[config.mk]
export PLATFORM = sky130hd
export DESIGN_NAME = ref_clock_request_logic
export DESIGN_NICKNAME = d
export VERILOG_FILES = /design/src/include/ref_clock_pkg.sv /design/src/rtl/ref_clock_request_logic.sv
export SDC_FILE = /design/constraint.sdc
export NUM_CORES = 1
export LEC_CHECK = 0
export BUFFER_PORTS_ARGS = -buffer_cell sky130_fd_sc_hd__clkbuf_2
export CAP_MARGIN = 5
export CORE_ASPECT_RATIO = 0.75
export CORE_MARGIN = 3
export CORE_UTILIZATION = 49
export DETAILED_ROUTE_END_ITERATION = 10
export PLACE_DENSITY_LB_ADDON = 0.15
export SLEW_MARGIN = 20
export SYNTH_ARGS = -nofsm -noshare
export SYNTH_HDL_FRONTEND = slang
export SYNTH_SLANG_ARGS = --single-unit
[constraint.sdc]
create_clock -name clock -period 1.76 [get_ports clock]
set_input_delay 0.176 -clock clock [delete_from_list [all_inputs] [get_ports clock]]
set_output_delay 0.176 -clock clock [all_outputs]
set_load 0.02 [all_outputs]
[src/include/ref_clock_pkg.sv]
package ref_clock_pkg;

   // main reference figures, in kHz unless noted
   localparam int unsigned REF_DEFAULT_KHZ   = 20000;
   localparam int unsigned REF_MIN_KHZ       = 12000;
   localparam int unsigned REF_MAX_KHZ       = 52000;
   localparam int unsigned TRIM_STEP_PPM     = 2;
   localparam int unsigned TRIM_STEP_HZ      = 80;
   localparam int          TRIM_RANGE_PPM    = 50;
   localparam int unsigned REF_DETECT_PPM    = 50;
   localparam int unsigned LPO_DETECT_PPM    = 250;
   localparam int unsigned LPO_NOMINAL_HZ    = 32768;
   localparam int unsigned NUM_STD_FREQS     = 17;

   // trim word in steps: +-50 ppm / 2 ppm = +-25 steps
   localparam int          TRIM_MAX_STEPS    = TRIM_RANGE_PPM / int'(TRIM_STEP_PPM);
   localparam logic [6:0]  TRIM_RESET        = 7'h00;

   // standard reference frequencies, in kHz
   localparam logic [15:0] STD_FREQ_KHZ [NUM_STD_FREQS] = '{
      16'h2EE0, 16'h32C8, 16'h3840, 16'h3C00, 16'h3F48, 16'h41A0, 16'h4650,
      16'h4B00, 16'h4BF0, 16'h4CE0, 16'h4D58, 16'h4E20, 16'h5DC0, 16'h6590,
      16'h8340, 16'h9218, 16'h9600};

   typedef enum logic {
      PWR_AWAKE,
      PWR_SLEEP
   } power_state_t;

   // result of reference selection
   typedef struct packed {
      logic [15:0] ref_khz;
      logic        detected;
      logic signed [6:0] trim_steps;
   } ref_config_t;

endpackage : ref_clock_pkg

[src/rtl/ref_clock_request_logic.sv]
`timescale 1ns/1ps
`default_nettype none

// Functional notes
// request asserted through awake state, dropped on entering sleep
// request is active high: one means reference oscillator needed
// merged pin is OR of external request and internal request
// merge stays valid with core asleep or unpowered, io supply only
// pin may be handed to general purpose use when request unwanted
// sleep timing comes from low power oscillator, external or internal
// system drives external request input to a defined level always
// default main reference is 20 MHz
// auto-detect only within 50 ppm reference, 250 ppm oscillator error
// synthesizer accepts 12 to 52 MHz, trim step 2 ppm
// trim corrects initial tolerance of plus or minus 50 ppm
// system gives stable external low power clock during power-on reset
// OR merge purely combinational, no clocked stage
module ref_clock_request_logic
(
   input  wire  logic                        clock,
   input  wire  logic                        arst_n,
   input  wire  logic                        sleep_req,
   input  wire  logic                        wake_req,
   input  wire  logic                        merge_enable,
   input  wire  logic                        ext_clk_req_in,
   input  wire  logic                        clk_req_feature_en,
   input  wire  logic                        gpio_alt_out,
   input  wire  logic                        gpio_alt_oe_n,
   input  wire  logic                        ext_low_power_oscillator_sel,
   input  wire  logic                        nvram_ref_valid,
   input  wire  logic [15:0]                 nvram_ref_khz,
   input  wire  logic                        detect_done,
   input  wire  logic [4:0]                  detect_index,
   input  wire  logic [8:0]                  detect_ref_ppm,
   input  wire  logic [8:0]                  detect_lpo_ppm,
   input  wire  logic                        trim_load,
   input  wire  logic signed [6:0]           trim_value,
   output logic                              clk_req_out,
   output logic                              clk_req_oe_n,
   output logic                              internal_req,
   output logic                              sleep_timing_sel,
   output logic                              sleep_use_ext_osc,
   output ref_clock_pkg::ref_config_t        ref_config
);
   import ref_clock_pkg::*;

   power_state_t state_ff;
   power_state_t nxt_state;
   ref_config_t  cfg_ff;
   ref_config_t  nxt_cfg;

   // power state: sleep and wake requests; wake wins when both arrive
   always_comb
   begin
      nxt_state = state_ff;
      case (state_ff)
         PWR_AWAKE: if (sleep_req && !wake_req) nxt_state = PWR_SLEEP;
         PWR_SLEEP: if (wake_req) nxt_state = PWR_AWAKE;
         default:   nxt_state = PWR_AWAKE;
      endcase
   end

   always_ff @(posedge clock or negedge arst_n)
   begin
      if (!arst_n)
         state_ff <= PWR_AWAKE;
      else
         state_ff <= nxt_state;
   end

   // request follows state
   // high means oscillator needed
   assign internal_req = (state_ff == PWR_AWAKE);

   // sleep timing source select
   assign sleep_timing_sel  = (state_ff == PWR_SLEEP);
   assign sleep_use_ext_osc = ext_low_power_oscillator_sel;

   // the merge sits beside the pad, so it must not wait on any core clock;
   // a floating external input would leak, so the system must tie it off
   // OR merge of requests
   // no clocked stage
   // relies on driven input
   wire merged_req = ext_clk_req_in | internal_req;
   wire own_req    = merge_enable ? merged_req : internal_req;

   // pad level, valid with core off
   // pin falls back to general purpose use
   assign clk_req_out  = clk_req_feature_en ? own_req : gpio_alt_out;
   assign clk_req_oe_n = clk_req_feature_en ? 1'b0 : gpio_alt_oe_n;

   // reference selection decode
   wire        idx_ok    = (detect_index < 5'(NUM_STD_FREQS));
   // detection error limits
   wire        detect_ok = detect_done && idx_ok
                           && (detect_ref_ppm < 9'(REF_DETECT_PPM))
                           && (detect_lpo_ppm < 9'(LPO_DETECT_PPM));
   // accepted reference range
   wire        nv_ok     = nvram_ref_valid
                           && (nvram_ref_khz >= 16'(REF_MIN_KHZ))
                           && (nvram_ref_khz <= 16'(REF_MAX_KHZ));
   // signed limit, so a negative trim is not compared as a large unsigned value
   wire signed [6:0] trim_lim = 7'(TRIM_MAX_STEPS);
   // trim limited to +-50 ppm
   wire        trim_ok   = (trim_value <= trim_lim)
                           && (trim_value >= -trim_lim);

   // nvram beats detection; detection only counts within the error limits
   always_comb
   begin
      nxt_cfg = cfg_ff;
      if (nv_ok)
      begin
         nxt_cfg.ref_khz  = nvram_ref_khz;
         nxt_cfg.detected = 1'b0;
      end
      else if (detect_ok)
      begin
         nxt_cfg.ref_khz  = STD_FREQ_KHZ[detect_index];
         nxt_cfg.detected = 1'b1;
      end
      if (trim_load && trim_ok)
         nxt_cfg.trim_steps = trim_value;
   end

   // 20 MHz after reset
   always_ff @(posedge clock or negedge arst_n)
   begin
      if (!arst_n)
         cfg_ff <= '{ref_khz: 16'(REF_DEFAULT_KHZ), detected: 1'b0, trim_steps: TRIM_RESET};
      else
         cfg_ff <= nxt_cfg;
   end

   assign ref_config = cfg_ff;
endmodule : ref_clock_request_logic

`default_nettype wire

==> run_results.csv <==
group,metric,value,unit
run_status,outcome,"complete, no violations",
routing,drt_pre_antenna_iters,5,
cells_and_area,final_util,0.733,
placed_design,place.port_buffers,83,
floorplan,initial_core_utilization,0.523,
global_route,pin_count_of_the_biggest_net_entering_global_routing,26,
floorplan,floorplan.die_area,4340,um2
global_route,antenna_found_initial,0,
routing,met2_wire_len,2000,um
global_route,first_global_vias,1658,
synthesis,netlist_area,1750,um2
placed_design,dp.cells,312,
sta,timing_worst_slew_pin_value,632,ps
sta,rsz0062_at_grt,"no",
placed_design,gp_routability_congestion,0.794,
min_path,worst_hold_startpoint,"wake_req",
global_route,grt.total_usage,0.218,
sta,relSlewSlack,0.579,
routing,detail_route.drc_violations,0,
clock_tree,cts-root-to-sink-buffers,2,
synthesis,synth.yosys.warnings,0,
worst_setup_path,worstSetupStartpointType,"input port",
clock_tree,clock_sinks,25,
worst_setup_path,reg2reg_to,"ref_config[23]",
flow_run,maxCapViolCount,0,
synthesis,avgSynthCellArea,10.4,um2
synthesis,synthArstFlopShare,1.00,
routing,wl,4470,um
synthesis,mappedNetlistNets,236,
worst_setup_path,worstSetupPathType,"in2reg",
floorplan,core-area,3360,um2
clock_tree,clock_tree.htree_level_count,1,
cells_and_area,syn2layout_area_growth,40.2,%
sta,post-route-period-util,0.950,
worst_setup_path,cp.arrival,1830,ps
floorplan,boundary_pin_count,88,
floorplan,floorplan.die.height,57.8,um
routing,top_signal_layer_used,"met4",
worst_setup_path,timing.critical_path.required,1920,ps
power,power_density,717,nW/um2
clock_tree,total_clock_buffers_created_by_cts,3,
cells_and_area,finish.cell_count_without_fillers,317,
synthesis,synthesis.instances,169,
cells_and_area,drive_above_1_share,0.552,
clock_tree,ctsHoldBuffers,1,
cells_and_area,filler_cell_count,276,
clock_tree,cts_resized,0,
floorplan,floorplan.die.width,75.1,um
clock_tree,worst_skew_pair.late_latency,270,ps
global_route,grt_overflow,0,
floorplan,num_rows,18,
power,power.leakage,0.00125,uW
sta,post-route-min-period,1670,ps
sta,timing.final.max_slew_violations,0,
synthesis,post_synth_num_cell_types,42,
placed_design,half_perimeter_wire_length_of_the_detailed_placement_result,3680,um
routing,via_per_inst,5.39,
min_path,hold_path_end,"sleep_timing_sel",
sta,final_report_setup_violation_count,0,
cells_and_area,antenna_cells,0,
worst_setup_path,r2r_setup_slack,740,ps
worst_setup_path,worst_setup_path_startpoint,"nvram_ref_khz[12]",
worst_setup_path,worst_r2r_path_depth,2,
worst_setup_path,worst_r2r_src,"ref_config[23]",
routing,route.layer.met1.wl,2120,um
synthesis,postSynth.topFlopCell,"sky130_fd_sc_hd__dfrtp_1",
synthesis,seq_total_area_yosys,0.360,
clock_tree,postCtsSetupRepairBufs,0,
sta,setup-tns-final,0,ps
power,irDropWorstVdd,0.462,mV
min_path,hold_critical_path_depth,2,
routing,met3_wire_len,307,um
synthesis,synth_edf_count,0,
sta,hold_viol,0,
routing,final_antenna_net_count,0,
global_route,global_route_wire_length_before_repair,7360,um
worst_setup_path,worst_setup_path_end_kind,"flop",
sta,skew,0,ps
sta,maximum_frequency_from_static_timing_analysis,598,MHz
min_path,min-delay-path-class,"in2reg",
routing,wl_per_cell,14.1,um
cells_and_area,design.final.nets,345,
routing,iter_0_drt_violations,70,
clock_tree,root_buffer,"sky130_fd_sc_hd__clkbuf_8",
routing,detailroute.via_count,1710,
clock_tree,cts_tree,"yes",
synthesis,yosys_register_bits,25,
worst_setup_path,worst_path_fanout_max,10,
clock_tree,clk_transition_reported_paths,90,ps
-- cell type report --
cell class / instances / area [um2] / share of cell area
timing repair buffer: 113 / 656 / 0.267
clock inverter: 1 / 7.51 / 0.00305
clock buffer: 3 / 41.3 / 0.0168
tap: 40 / 50.0 / 0.0204
sequential: 25 / 632 / 0.257
multi-input combinational: 124 / 1030 / 0.419
inverter: 11 / 41.3 / 0.0168
-- report_power, final --
| group | switching (uW) | total (uW) | internal, uW |
|---|---|---|---|
| registers | 54.9 | 737 | 682 |
| clock network | 191 | 352 | 161 |
| logic | 345 | 674 | 329 |
| total | 591 | 1760 | 1170 |
-- routing by layer --
layer | track usage | up-vias
met5 | 0 | -
met4 | 0.0457 | 0
met3 | 0.0485 | 7
met2 | 0.335 | 66
met1 | 0.317 | 798
li1 | - | 839
-- cells by family (layout without fill, tap and decap cells) --
| family | Yosys count | count (layout) | share of synthesized area |
|---|---|---|---|
| simple gates | 45 | 45 | 0.136 |
| compound gates | 36 | 36 | 0.146 |
| mux | 35 | 35 | 0.243 |
| flops | 25 | 25 | 0.360 |
| buf+inv | 20 | 128 | 0.0585 |
| fa+ha+maj | 8 | 8 | 0.0571 |
-- through the flow --
step,power (uW),setup slack (ps),area (um2),hold WS (ps)
4_1_cts,1780,92.0,2460,34.7
3_5_place_dp,1420,-201,2400,228
3_3_place_gp,1410,-154,2400,211
6_report,1760,88.0,2460,35.8
2_1_floorplan,1140,-131,1770,-120
5_1_grt,1870,39.0,2460,46.1
-- how the worst max path moves through the flow --
stage,end,slack [ps],depth (start not counted)
4_1_cts,ref_config[21],90,7
2_1_floorplan,ref_config[21],-130,7
3_3_place_gp,ref_config[21],-150,7
5_1_grt,ref_config[21],40,7
6_report,ref_config[21],90,7
3_5_place_dp,ref_config[12],-200,6
-- flip-flops by register name (all words and copies together) (netlist names) --
signal,flops
ref_config,24
sleep_timing_sel,1
-- cell usage after synthesis (all sizes together), types with 3 or more instances --
library cell | instances | area share
buf | 3 | 0.022
ha | 8 | 0.057
inv | 11 | 0.024
dfstp | 5 | 0.075
o21ai | 3 | 0.0086
nand2 | 10 | 0.021
mux2i | 7 | 0.040
a211oi | 5 | 0.021
o2bb2ai | 6 | 0.030
nor2 | 10 | 0.021
clkbuf | 6 | 0.013
nor3 | 3 | 0.0086
dfrtp | 20 | 0.29
mux2 | 26 | 0.18
nand2b | 4 | 0.014
nor2b | 5 | 0.018
a21oi | 10 | 0.029
-- cell usage in the layout (no fill, tap or decap), types with 2 or more instances in the layout --
cell type,synthesis,routed
sky130_fd_sc_hd__a21oi_1,10,10
sky130_fd_sc_hd__clkbuf_2,0,83
sky130_fd_sc_hd__clkbuf_8,0,3
sky130_fd_sc_hd__mux2i_1,7,7
sky130_fd_sc_hd__o21ai_0,3,3
sky130_fd_sc_hd__o2bb2ai_1,6,6
sky130_fd_sc_hd__nand2b_1,4,4
sky130_fd_sc_hd__a31oi_1,2,2
sky130_fd_sc_hd__nor3_1,3,3
sky130_fd_sc_hd__mux4_2,2,2
sky130_fd_sc_hd__nor4_1,2,2
sky130_fd_sc_hd__inv_1,11,11
sky130_fd_sc_hd__nand4_1,2,2
sky130_fd_sc_hd__nor2_1,10,10
sky130_fd_sc_hd__nand2_1,10,10
sky130_fd_sc_hd__and3_1,2,2
sky130_fd_sc_hd__dfrtp_1,20,20
sky130_fd_sc_hd__buf_4,1,28
sky130_fd_sc_hd__a211oi_1,5,5
sky130_fd_sc_hd__mux2_4,5,5
sky130_fd_sc_hd__nor2b_1,5,5
sky130_fd_sc_hd__mux2_2,21,21
sky130_fd_sc_hd__ha_1,8,8
sky130_fd_sc_hd__dfstp_2,5,5
-- critical path, cell delays in order --
cell and delay, ps:
sky130_fd_sc_hd__clkbuf_2 100, sky130_fd_sc_hd__or4b_4 540, sky130_fd_sc_hd__o32ai_2 200, sky130_fd_sc_hd__o31a_1 160, sky130_fd_sc_hd__and3b_1 210, sky130_fd_sc_hd__buf_12 160
sky130_fd_sc_hd__mux2_4 290
Note: power is estimated with default switching activity, not from simulation.
